### config.mk
export PLATFORM = sky130hd
export DESIGN_NAME = usb_line_ctrl
export DESIGN_NICKNAME = d
export VERILOG_FILES = /design/src/usb_line_pkg.sv /design/src/usb_line_ctrl.sv
export SDC_FILE = /design/constraint.sdc
export NUM_CORES = 1
export LEC_CHECK = 0
export ABC_AREA = 0
export ABC_CLOCK_PERIOD_IN_PS = 1700
export BUFFER_PORTS_ARGS = -buffer_cell sky130_fd_sc_hd__buf_2
export CAP_MARGIN = 20
export CORE_MARGIN = 5
export CORE_UTILIZATION = 47
export DETAILED_ROUTE_END_ITERATION = 10
export GPL_TIMING_DRIVEN = 0
export PLACE_DENSITY = 0.87
export RECOVER_POWER = 100
export SLEW_MARGIN = 20
export SYNTH_ARGS = -nofsm -noshare
export SYNTH_HDL_FRONTEND = slang
export SYNTH_SLANG_ARGS = --single-unit
export TNS_END_PERCENT = 20
### constraint.sdc
create_clock -name clk -period 1.7 [get_ports clk]
set_clock_uncertainty 0.05 [all_clocks]
set_input_delay 0.085 -clock clk [delete_from_list [all_inputs] [get_ports clk]]
set_output_delay 0.085 -clock clk [all_outputs]
set_load 0.1 [all_outputs]
### src/usb_line_pkg.sv
package usb_line_pkg;

  // Register indices on the plain register port
  localparam logic [3:0] line_ctrl_addr = 4'h0;
  localparam logic [3:0] err_ie_addr = 4'h1;
  localparam logic [3:0] err_flag_addr = 4'h2;
  localparam logic [3:0] irq_ctrl_addr = 4'h3;
  localparam logic [3:0] line_state_addr = 4'h4;

  // Line control field positions
  localparam int dp_pullup_pos = 7;
  localparam int dm_pullup_pos = 6;
  localparam int dp_pulldown_pos = 5;
  localparam int dm_pulldown_pos = 4;
  localparam int vbus_power_pos = 3;
  localparam int sw_sel_pos = 2;
  localparam int vbus_charge_pos = 1;
  localparam int vbus_discharge_pos = 0;

  // Error enable and flag positions
  localparam int bitstuff_pos = 7;
  localparam int matrix_pos = 6;
  localparam int dma_pos = 5;
  localparam int turnaround_pos = 4;
  localparam int field_size_pos = 3;
  localparam int crc16_pos = 2;
  localparam int crc5_eof_pos = 1;
  localparam int pid_pos = 0;

  // Module interrupt control fields
  localparam int error_summary_pos = 1;
  localparam int host_mode_pos = 0;
  localparam int irq_flag_pos = 8;

  // Reset values
  localparam logic [7:0] line_ctrl_rst = 8'h00;
  localparam logic [7:0] err_ie_rst = 8'h00;
  localparam logic [7:0] err_flag_rst = 8'h00;
  localparam logic [1:0] irq_ctrl_rst = 2'h0;

endpackage

### src/usb_line_ctrl.sv
`timescale 1ns/1ns
// How it works
// - Line control bit 7 enables the D+ pull-up.
// - Line control bit 6 enables the D- pull-up.
// - Line control bit 5 enables the D+ pull-down.
// - Line control bit 4 enables the D- pull-down.
// - Line control bit 3 powers VBUS.
// - Bit 2 set: software bits drive terminations; clear: USB hardware drives them.
// - Line control bit 1 charges VBUS through a pull-up.
// - Line control bit 0 discharges VBUS through a pull-down.
// - Bits 31 to 8 of both registers read zero, writes ignored.
// - Error enable bit 7 gates the bit-stuff error flag.
// - Error enable bit 6 gates the bus-matrix error flag.
// - Error enable bit 5 gates the DMA error flag.
// - Error enable bit 4 gates the turnaround time-out flag.
// - Error enable bit 3 gates the data field size flag.
// - Error enable bit 2 gates the CRC16 failure flag.
// - Error enable bit 1 gates CRC5 in device mode, end-of-frame in host mode.
// - Error enable bit 0 gates the PID check failure flag.
// - Errors reach the module flag only with the error summary enable set.
module usb_line_ctrl
  import usb_line_pkg::*;
(
  input wire logic clk,
  input wire logic rst_b,
  input wire logic [3:0] reg_addr,
  input wire logic [31:0] reg_wdata,
  input wire logic reg_wr,
  input wire logic reg_rd,
  output logic [31:0] reg_rdata,
  input wire logic hw_dp_pullup,
  input wire logic hw_dm_pullup,
  input wire logic hw_dp_pulldown,
  input wire logic hw_dm_pulldown,
  input wire logic bitstuff_err_set,
  input wire logic matrix_err_set,
  input wire logic dma_err_set,
  input wire logic turnaround_timeout_set,
  input wire logic field_size_err_set,
  input wire logic crc16_fail_set,
  input wire logic crc5_fail_set,
  input wire logic frame_end_err_set,
  input wire logic pid_check_set,
  output logic dp_pullup_out,
  output logic dm_pullup_out,
  output logic dp_pulldown_out,
  output logic dm_pulldown_out,
  output logic vbus_power_out,
  output logic vbus_charge_out,
  output logic vbus_discharge_out,
  output logic error_irq_req,
  output logic module_irq_flag
);
  import usb_line_pkg::*;

  ////////////////////////////////////////////////////////////////////////////
  // Register state
  logic [7:0] line_ctrl_q;
  logic [7:0] err_ie_q;
  logic [7:0] err_flag_q;
  logic [7:0] err_flag_d;
  logic [1:0] irq_ctrl_q;
  logic module_irq_flag_q;
  logic [7:0] err_set;
  logic [7:0] err_clr;
  logic line_ctrl_wr;
  logic err_ie_wr;
  logic err_flag_wr;
  logic irq_ctrl_wr;
  logic host_mode;
  logic error_pending;
  logic [7:0] term_now;
  logic [31:0] rdata_d;

  assign line_ctrl_wr = reg_wr && (reg_addr == line_ctrl_addr);
  assign err_ie_wr = reg_wr && (reg_addr == err_ie_addr);
  assign err_flag_wr = reg_wr && (reg_addr == err_flag_addr);
  assign irq_ctrl_wr = reg_wr && (reg_addr == irq_ctrl_addr);
  assign host_mode = irq_ctrl_q[host_mode_pos];

  ////////////////////////////////////////////////////////////////////////////
  // Line control register, low byte only
  always_ff @(posedge clk) begin
    if (!rst_b) begin
      line_ctrl_q <= line_ctrl_rst;
    end else if (line_ctrl_wr) begin
      line_ctrl_q <= reg_wdata[7:0];
    end
  end

  // Error enable register, low byte only
  always_ff @(posedge clk) begin
    if (!rst_b) begin
      err_ie_q <= err_ie_rst;
    end else if (err_ie_wr) begin
      err_ie_q <= reg_wdata[7:0];
    end
  end

  // Module interrupt control: error summary enable and host mode
  always_ff @(posedge clk) begin
    if (!rst_b) begin
      irq_ctrl_q <= irq_ctrl_rst;
    end else if (irq_ctrl_wr) begin
      irq_ctrl_q <= reg_wdata[1:0];
    end
  end

  ////////////////////////////////////////////////////////////////////////////
  // Error event sources, bit 1 chosen by mode
  always_comb begin
    err_set = 8'h00;
    err_set[bitstuff_pos] = bitstuff_err_set;
    err_set[matrix_pos] = matrix_err_set;
    err_set[dma_pos] = dma_err_set;
    err_set[turnaround_pos] = turnaround_timeout_set;
    err_set[field_size_pos] = field_size_err_set;
    err_set[crc16_pos] = crc16_fail_set;
    err_set[crc5_eof_pos] = host_mode ? frame_end_err_set : crc5_fail_set;
    err_set[pid_pos] = pid_check_set;
  end

  // Sticky flags, write one to clear, a new event beats the clear
  assign err_clr = err_flag_wr ? reg_wdata[7:0] : 8'h00;
  assign err_flag_d = (err_flag_q & ~err_clr) | err_set;

  always_ff @(posedge clk) begin
    if (!rst_b) begin
      err_flag_q <= err_flag_rst;
    end else begin
      err_flag_q <= err_flag_d;
    end
  end

  ////////////////////////////////////////////////////////////////////////////
  // Error request: each flag gated by its enable
  assign error_pending = |(err_flag_q & err_ie_q);
  // Same gating covers field size, CRC16, CRC5/EOF and PID

  always_ff @(posedge clk) begin
    if (!rst_b) begin
      error_irq_req <= 1'b0;
    end else begin
      error_irq_req <= error_pending;
    end
  end

  // Module flag needs the error summary enable
  always_ff @(posedge clk) begin
    if (!rst_b) begin
      module_irq_flag_q <= 1'b0;
    end else begin
      module_irq_flag_q <= error_pending && irq_ctrl_q[error_summary_pos];
    end
  end
  assign module_irq_flag = module_irq_flag_q;

  ////////////////////////////////////////////////////////////////////////////
  // Termination source select
  always_comb begin
    term_now = 8'h00;
    if (line_ctrl_q[sw_sel_pos]) begin
      term_now[dp_pullup_pos] = line_ctrl_q[dp_pullup_pos];
      term_now[dm_pullup_pos] = line_ctrl_q[dm_pullup_pos];
      term_now[dp_pulldown_pos] = line_ctrl_q[dp_pulldown_pos];
      term_now[dm_pulldown_pos] = line_ctrl_q[dm_pulldown_pos];
    end else begin
      term_now[dp_pullup_pos] = hw_dp_pullup;
      term_now[dm_pullup_pos] = hw_dm_pullup;
      term_now[dp_pulldown_pos] = hw_dp_pulldown;
      term_now[dm_pulldown_pos] = hw_dm_pulldown;
    end
  end

  // Registered line outputs
  always_ff @(posedge clk) begin
    if (!rst_b) begin
      dp_pullup_out <= 1'b0;
      dm_pullup_out <= 1'b0;
      dp_pulldown_out <= 1'b0;
      dm_pulldown_out <= 1'b0;
      vbus_power_out <= 1'b0;
      vbus_charge_out <= 1'b0;
      vbus_discharge_out <= 1'b0;
    end else begin
      dp_pullup_out <= term_now[dp_pullup_pos];
      dm_pullup_out <= term_now[dm_pullup_pos];
      dp_pulldown_out <= term_now[dp_pulldown_pos];
      dm_pulldown_out <= term_now[dm_pulldown_pos];
      vbus_power_out <= line_ctrl_q[vbus_power_pos];
      vbus_charge_out <= line_ctrl_q[vbus_charge_pos];
      vbus_discharge_out <= line_ctrl_q[vbus_discharge_pos];
    end
  end

  ////////////////////////////////////////////////////////////////////////////
  // Read mux, bits 31 to 9 zero, bit 8 carries the module flag on interrupt control reads
  always_comb begin
    rdata_d = 32'h0000_0000;
    unique case (reg_addr)
      line_ctrl_addr: rdata_d[7:0] = line_ctrl_q;
      err_ie_addr: rdata_d[7:0] = err_ie_q;
      err_flag_addr: rdata_d[7:0] = err_flag_q;
      irq_ctrl_addr: begin
        rdata_d[1:0] = irq_ctrl_q;
        rdata_d[irq_flag_pos] = module_irq_flag_q;
      end
      line_state_addr: begin
        rdata_d[7:0] = term_now;
        rdata_d[vbus_power_pos] = line_ctrl_q[vbus_power_pos];
        rdata_d[vbus_charge_pos] = line_ctrl_q[vbus_charge_pos];
        rdata_d[vbus_discharge_pos] = line_ctrl_q[vbus_discharge_pos];
      end
      default: rdata_d = 32'h0000_0000;
    endcase
  end

  always_ff @(posedge clk) begin
    if (!rst_b) begin
      reg_rdata <= 32'h0000_0000;
    end else if (reg_rd) begin
      reg_rdata <= rdata_d;
    end else begin
      reg_rdata <= 32'h0000_0000;
    end
  end

endmodule // usb_line_ctrl

# == Word-level counts from Yosys, hierarchy flattened ==
# Cells that the tools add are included.
# word_totals
inputBits,53
out_inout_bits,41
register_bits,67
elab_cells,39
# classes
reduce_logical,10
bitwise_logic,4
n_eq_ne,4
muxes,5
# op_table
op,count
$pmux W6 S4,1
$and A8 B8 Y8,2
$eq A4 B2 Y1 const B,2
$mux W8,1
$not A8 Y8,1
$or A8 B8 Y8,1
$pmux W2 S4,1
$reduce_or A8 Y1,1
$logic_and A1 B1 Y1,5
$eq A4 B1 Y1 const B,1
$eq A4 B3 Y1 const B,1
$logic_not A4 Y1,1
$mux W4,1
$reduce_and A3 Y1,1
$reduce_and A2 Y1,1
$reduce_or A2 Y1,1
$mux W1,1

# == Logic depth before layout (Yosys ltp) ==
# Gate-level depths: netlist of run 1.
# logic_depth
depth_word,6
depth_mapped,6
ltp_nobuf,3

# == Least setup slack after synthesis of run 1 ==
# No wires, ideal clock.
# synth_path
path_kind,register to register
start,reg module_irq_flag_q (netlist: module_irq_flag)
end,reg reg_rdata[8]
setup_time_ns,0.064
slack_ns,0.381
arrival_time_ns,1.205
stages_incl_launch_ff,2
period_less_slack_ns,1.319
path_cell_list,dfxtp_1 -> and4_1
# synth_lines
element,line,text
start: declaration,usb_line_ctrl.sv:63,logic module_irq_flag_q;
start signal: assignment,usb_line_ctrl.sv:153,module_irq_flag_q <= error_pending && irq_ctrl_q[error_summary_pos];
end signal: assignment,usb_line_ctrl.sv:222,reg_rdata <= rdata_d;
end: declaration,usb_line_ctrl.sv:30,"output logic [31:0] reg_rdata,"
# No word-level cell between the ends.

# == Final worst setup path of run 1 ==
# layout_path
start,in reg_wr
end,reg err_flag_q[0]
# layout_via
elab_chain_cells,5
# layout_rtl
element,line,text
start: declaration,usb_line_ctrl.sv:28,"input wire logic reg_wr,"
$logic_and A1 B1 Y1,usb_line_ctrl.sv:77,assign err_flag_wr = reg_wr && (reg_addr == err_flag_addr);
$mux W8,usb_line_ctrl.sv:124,assign err_clr = err_flag_wr ? reg_wdata[7:0] : 8'h00;
$not A8 Y8,usb_line_ctrl.sv:125,assign err_flag_d = (err_flag_q & ~err_clr) | err_set;
$and A8 B8 Y8,usb_line_ctrl.sv:125,
$or A8 B8 Y8,usb_line_ctrl.sv:125,
end signal: assignment,usb_line_ctrl.sv:129,err_flag_q <= err_flag_rst;
end signal: assignment,usb_line_ctrl.sv:131,err_flag_q <= err_flag_d;
end: declaration,usb_line_ctrl.sv:60,logic [7:0] err_flag_q;
# Every way passes these cells.
# A chain may end at the register's enable or synchronous reset.

==> results.py, run 1 <==
metrics = {
    "cts": {
        "path_clk_slew_ps": 80,
        "numCtsBuffers": 5,
        "clock_latency_ps": 300,
        "postCtsSetupRepairBufs": 0,
        "cts_root_buf": "clkbuf_8",
        "cts_tree": "built",
        "cts_max_level": 2,
        "ctsResizeCount": 0,
        "clock_path_buffers": 2,
        "cts_sinks": 44,
        "ctsHoldBuffers": 15,
    },
    "placed_design": {
        "gp_congestion": 0.878,
        "place_ws_ps": 175,
        "hpwl_mm": 3.87,
        "portBuffers": 43,
    },
    "yosys": {
        "synth.area.top_cells": "dfxtp_1 42%, buf_4 9.3%, o21ai_0 6.4%, mux2_2 5.3%, nand3_1 3.8%",
        "syn_area_per_cell_um2": 9.17,
        "synth_top_area_share_pct": 41.8,
        "synth_top_area_cell": "dfxtp_1",
        "synth_cells": 230,
        "yosysWarnings": 0,
        "ys_types": 37,
        "ys_ff_latch": 44,
        "syn_area_um2": 2110,
        "yosysSeqAreaShare_pct": 41.8,
    },
    "sta": {
        "slew_viol_final": 0,
        "final.period_utilization_pct": 84.1,
        "relSlewSlack_pct": 52.3,
        "final.setup.tns_ps": 0,
        "hold_viol": 0,
        "fmax_mhz": 700,
        "rsz0062_at_grt": "no",
        "tightestPinTransition_ps": 706,
        "fin_crit_ps": 1430,
        "setup_violations": 0,
        "worst_slack_ps": 271,
    },
    "cells_and_area": {
        "drive_gt1_share_pct": 28.3,
        "fin_nets": 370,
        "area_growth_pct": 28.0,
        "diodes": 0,
    },
    "floorplanning": {
        "num_rows": 24,
        "dieHeight_um": 77.0,
        "die_area_um2": 5930,
        "start_util_pct": 48.4,
        "coreArea_um2": 4350,
        "io_pins": 94,
        "die_w_um": 77.0,
    },
    "setup_path": {
        "crit_end": "err_flag_q[0]$_SDFF_PN0_",
        "crit_path_start_kind": "primary input",
        "crit_arrival_ps": 1540,
        "crit_type": "in -> reg",
        "r2r_slack_ps": 320,
        "crit_required_ps": 1810,
        "reg2reg_from": "line_ctrl_q[2]$_SDFFE_PN0P_",
        "crit_path_start": "reg_wr",
        "reg2reg_depth": 3,
        "worstPathMaxFanout": 8,
        "crit_path_end_kind": "register",
        "timing.rr.end": "reg_rdata[4]$_SDFF_PN0_",
    },
    "pwr": {
        "ir_drop_v": 0.000396,
        "power_density_nw_per_um2": 844,
        "p_leak_nw": 1.17,
    },
    "grt": {
        "grt_max_degree": 14,
        "overflow": 0,
        "grt_antenna_before_repair": 0,
        "grt_pass1_wl_mm": 8.65,
        "grtUsageTotal_pct": 18.2,
        "grt_pass1_vias": 1789,
    },
    "status": {
        "status": "finished clean",
    },
    "detailed_routing": {
        "wl_per_cell_um": 14.2,
        "vias": 1899,
        "drc": 0,
        "totalWireLength_mm": 5.24,
        "vias_per_cell": 5.13,
        "drtIter0Drc": 149,
        "firstDrtPassIters": 4,
        "ant_nets": 0,
    },
    "run": {
        "cap_viol_max_count": 0,
    },
    "min_path": {
        "hold_class": "in -> reg",
        "whs_path_depth": 3,
    },
}
## cells in the mapped netlist (all sizes together)
| library cell | number |
|---|---|
| clkbuf | 8 |
| nor2 | 4 |
| nand4 | 1 |
| nor2b | 5 |
| and4 | 1 |
| o21a | 2 |
| and3 | 3 |
| a222oi | 1 |
| a22oi | 10 |
| and3b | 3 |
| a21boi | 18 |
| maj3 | 1 |
| mux2 | 10 |
| and2 | 8 |
| nand2 | 5 |
| or2 | 1 |
| buf | 30 |
| or3b | 1 |
| conb | 1 |
| a21oi | 7 |
| nand3 | 16 |
| dfxtp | 44 |
| nor3 | 1 |
| nor3b | 2 |
| and4bb | 1 |
| nor4b | 2 |
| nand2b | 1 |
| or3 | 1 |
| o21ai | 27 |
| a31oi | 7 |
| inv | 7 |
| a211o | 1 |
## sequential cells by signal, indices dropped and copies added (netlist names)
signal and flops:
dm_pulldown_out 1, line_ctrl_q 8, vbus_discharge_out 1, vbus_charge_out 1
reg_rdata 9, err_flag_q 8, module_irq_flag 1, err_ie_q 8
error_irq_req 1, vbus_power_out 1, irq_ctrl_q 2, dm_pullup_out 1
dp_pullup_out 1, dp_pulldown_out 1
## worst min path at each step
stage | startpoint | slack, ps | to
2_1_floorplan | reg_wdata[0] | 140 | err_flag_q[0]$_SDFF_PN0_
3_3_place_gp | reg_wdata[2] | 250 | err_flag_q[2]$_SDFF_PN0_
3_5_place_dp | reg_wdata[7] | 260 | err_flag_q[7]$_SDFF_PN0_
4_1_cts | reg_wdata[1] | 20 | line_ctrl_q[1]$_SDFFE_PN0P_
5_1_grt | reg_wdata[1] | 20 | line_ctrl_q[1]$_SDFFE_PN0P_
6_report | reg_wdata[1] | 20 | line_ctrl_q[1]$_SDFFE_PN0P_
## power breakdown
group	switching (mW)	internal (mW)	total, mW
Combinational	0.384	0.143	0.527
Sequential	0.0201	1.06	1.08
Clock	0.351	0.324	0.676
Total	0.756	1.52	2.28
## final cells by class
class / count / area (um^2)
repair buffers: 58 / 363
well taps: 52 / 65.1
clock buffers: 6 / 82.6
fillers: 369 / 1650
plain buffers: 38 / 255
multi-input cells: 163 / 1020
inverters: 7 / 26.3
clock inverters: 2 / 10.0
flip-flops and latches: 44 / 881
## layout by cell type, fill, tap and decap left out, types with 12 or more instances in the layout
cell type | netlist | routed
dfxtp_1 | 44 | 44
o21ai_0 | 27 | 27
buf_4 | 26 | 26
conb_1 | 1 | 23
buf_2 | 2 | 23
clkbuf_2 | 0 | 18
a21boi_0 | 10 | 17
nand3_1 | 16 | 16
dlygate4sd3_1 | 0 | 15
clkbuf_1 | 8 | 12
## metrics by stage
step / power, mW / area, um^2 / util (%) / hold slack (ps) / instances
after floorplan: 1.52 / 2190 / - / 135 / 252
after global placement: 1.59 / 2470 / 56.8 / 255 / 347
after detailed placement: 1.60 / 2470 / 56.8 / 257 / 347
after CTS: 2.29 / 2720 / 62.4 / 16.6 / 370
after global routing: 2.36 / 2700 / 62.0 / 19.5 / 370
final: 2.28 / 2700 / 62.0 / 21.2 / 370
## critical path, stage by stage
cell      delay (ps)
clkbuf_1         190
or3b_1           390
buf_6            150
nor3b_2          560
a31oi_1          170
## per-layer routing
metal	GRT usage [%]	up-vias	share of wire (%)
li1	-	946	-
met1	22.7	843	42
met2	28.4	92	47
met3	4.33	18	7.1
met4	10.5	0	3.7
met5	0	-	0
## cell families after synthesis
kind of cell,after synthesis,share of synthesized area [%]
other,1,0.178
buffers and inverters,45,13.5
and+or+nand+nor,56,17.0
AOI/OAI and AO/OA,73,21.7
muxes,10,5.34
adders and majority gates,1,0.534
DFF,44,41.8
(Power assumes the default switching activity.)
==> run 2, diff against run 1 <==
--- a/config.mk
+++ b/config.mk
@@ -5,15 +5,15 @@
 export SDC_FILE = /design/constraint.sdc
 export NUM_CORES = 1
 export LEC_CHECK = 0
-export ABC_AREA = 0
-export ABC_CLOCK_PERIOD_IN_PS = 1700
+export ABC_AREA = 1
+export ABC_CLOCK_PERIOD_IN_PS = 1200
 export BUFFER_PORTS_ARGS = -buffer_cell sky130_fd_sc_hd__buf_2
 export CAP_MARGIN = 20
 export CORE_MARGIN = 5
-export CORE_UTILIZATION = 47
+export CORE_UTILIZATION = 43
 export DETAILED_ROUTE_END_ITERATION = 10
 export GPL_TIMING_DRIVEN = 0
-export PLACE_DENSITY = 0.87
+export PLACE_DENSITY = 0.83
 export RECOVER_POWER = 100
 export SLEW_MARGIN = 20
 export SYNTH_ARGS = -nofsm -noshare
==> constraint.sdc (replaced) <==
create_clock -name clk -period 1.2 [get_ports clk]
set_clock_uncertainty 0.05 [all_clocks]
set_input_delay 0.06 -clock clk [delete_from_list [all_inputs] [get_ports clk]]
set_output_delay 0.06 -clock clk [all_outputs]
set_load 0.1 [all_outputs]
==> results.py, run 2 <==
metrics = {
    "cts": {
        "cts_sinks": 44,
        "postCtsSetupRepairBufs": 0,
        "cts_tree": "built",
        "clock_path_buffers": 2,
        "cts_root_buf": "clkbuf_8",
        "clock_latency_ps": 300,
        "path_clk_slew_ps": 80,
        "cts_max_level": 2,
        "numCtsBuffers": 5,
    },
    "cells_and_area": {
        "drive_gt1_share_pct": 22.0,
        "finalNonFillerCells": 462,
        "area_growth_pct": 26.1,
        "final_cell_mix": "82 x nand2_1, 44 x buf_2, 43 x dfxtp_1",
        "nFillCells": 513,
        "final_common_cell": "nand2_1",
        "largest_reg_flops": 9,
        "regMostFlops": "reg_rdata",
        "diodes": 0,
        "fin_nets": 448,
        "fin_area_um2": 2740,
    },
    "setup_path": {
        "path_delay_family": "buffers and inverters",
        "path_cells": "clkbuf_2",
        "reg2reg_from": "line_ctrl_q[2]$_SDFFE_PN0P_",
        "crit_type": "reg -> out",
        "crit_slowest_cell": "clkbuf_2",
        "crit_arrival_ps": 1040,
        "crit_path_start_kind": "register",
        "crit_path_start": "reg_rdata[7]$_SDFF_PN0_",
        "cp.buffers_inverters": 1,
        "worstPathMaxFanout": 1,
        "crit_required_ps": 1090,
        "crit_path_end_kind": "output pin",
        "slowest_delay_ps": 440,
    },
    "yosys": {
        "synth_cells": 311,
        "synth_edf_count": 0,
        "synth.cells.most_frequent": "81 x nand2_1, 44 x dfxtp_1, 39 x nor2_1, 33 x inv_1, 27 x buf_4",
        "post-synth-top-count-cell": "nand2_1",
        "async_flop_share_pct": 0,
        "syn_area_um2": 2170,
        "synth_top_area_cell": "dfxtp_1",
        "ys_ff_latch": 44,
        "ys_types": 22,
        "yosysWarnings": 0,
        "synth_top_area_share_pct": 40.6,
        "synth.area.top_cells": "dfxtp_1 41%, nand2_1 14%, buf_4 9.3%, nor2_1 6.7%, nand3_1 5.8%",
        "yosysSeqAreaShare_pct": 40.6,
        "synthFlopType": "dfxtp_1",
        "syn_area_per_cell_um2": 6.98,
    },
    "min_path": {
        "hold_class": "in -> reg",
        "worstHoldStart": "reg_wdata[0]",
    },
    "placed_design": {
        "hpwl_mm": 4.20,
        "place_area_um2": 2550,
        "placed_cells": 443,
        "portBuffers": 43,
        "gp_congestion": 0.891,
        "place_ws_ps": -114,
    },
    "detailed_routing": {
        "drc": 0,
        "drtIter0Drc": 95,
        "totalWireLength_mm": 5.62,
        "wl_per_cell_um": 12.2,
        "firstDrtPassIters": 4,
        "ant_nets": 0,
        "vias": 2156,
        "vias_per_cell": 4.67,
    },
    "floorplanning": {
        "io_pins": 94,
        "dieHeight_um": 81.0,
        "num_rows": 25,
        "start_util_pct": 45.0,
        "die_area_um2": 6570,
        "coreArea_um2": 4820,
        "die_w_um": 81.0,
    },
    "sta": {
        "hold_viol": 0,
        "final.period_utilization_pct": 96.2,
        "relSlewSlack_pct": 64.2,
        "rsz0062_at_grt": "no",
        "worst_slack_ps": 45.8,
        "slew_viol_final": 0,
        "setup_violations": 0,
        "fin_crit_ps": 1150,
        "fmax_mhz": 866,
        "tightestPinTransition_ps": 537,
    },
    "pwr": {
        "swShare_pct": 34.8,
        "p_clk_share_pct": 27.6,
        "power_density_nw_per_um2": 1170,
        "ir_drop_v": 0.000743,
        "intPower_mw": 2.08,
        "p_leak_nw": 1.47,
        "p_comb_share_pct": 24.3,
        "p_switching_mw": 1.11,
        "p_seq_share_pct": 48.1,
        "power_mw": 3.19,
    },
    "grt": {
        "grt_pass1_wl_mm": 9.39,
        "grt_max_degree": 13,
        "grt_antenna_before_repair": 0,
        "overflow": 0,
        "grt_pass1_vias": 2001,
        "grtUsageTotal_pct": 18.5,
    },
    "status": {
        "status": "finished clean",
    },
    "run": {
        "cap_viol_max_count": 0,
    },
}
run 2: changes by cell type after synthesis, sizes merged, moves of 10 or more:
cell    before  now
a21boi      18    0
a21oi        7   17
a22oi       10    0
inv          7   34
mux2        10    0
nand2        5   82
nand3       16   27
nand4        1   19
nor2         4   43
o21ai       27    3
run 2: logic make-up (layout without fill, tap and decap cells):
logic type             after synthesis  after routing  synth area share (%)
AND/OR/NAND/NOR                    173            173                  35.8
buffers and inverters               72            134                  18.3
flip-flops                          44             44                  40.6
AO/OA/AOI/OAI                       20             20                  4.61
other                                1             23                 0.173
multiplexers                         1              1                 0.461
run 2: final timing paths:
kind,slack [ps],depth (start not counted),end
max,50,1,reg_rdata[7]
min,10,3,line_ctrl_q[0]$_SDFFE_PN0P_
max reg2reg,100,7,reg_rdata[6]$_SDFF_PN0_
min reg2reg,410,2,vbus_discharge_out$_SDFF_PN0_
run 2: power by group through the flow:
stage	clock network (mW)	logic, mW	registers, mW
2_1_floorplan	0	0.536	1.65
3_3_place_gp	0	0.738	1.56
3_5_place_dp	0	0.742	1.57
4_1_cts	0.895	0.773	1.53
5_1_grt	0.978	0.823	1.54
6_report	0.881	0.774	1.53
run 2: metrics by stage:
step / hold slack, ps / setup TNS [ps] / utilization, %
2_1_floorplan: 144 / 0 / -
3_3_place_gp: 252 / -836 / 53.0
3_5_place_dp: 255 / -1140 / 53.0
4_1_cts: 4.40 / 0 / 57.2
5_1_grt: 14.4 / 0 / 56.8
6_report: 10.5 / 0 / 56.8
run 2: what timing repair did:
action,CTS,global route
endpoints found under the setup margin,4,4
gates resized for setup,0,1
endpoints found under the hold margin,13,0
hold buffers,13,0
run 2: area by class of cell:
class	instances	area, um^2	area share (%)
multi-input cells	217	961	35.1
plain buffers	37	260	9.51
repair buffers	56	344	12.6
well taps	67	83.8	3.06
clock buffers	6	72.6	2.65
flip-flops and latches	44	882	32.2
inverters	34	128	4.66
clock inverters	1	5.00	0.183
run 2: per-layer routing:
| metal | share of wire (%) | wire [um] | track usage [%] |
|---|---|---|---|
| met5 | 0 | 0 | 0 |
| met4 | 1.1 | 63 | 5.57 |
| met3 | 7.9 | 442 | 5.65 |
| met2 | 48 | 2690 | 31.0 |
| met1 | 43 | 2430 | 22.9 |
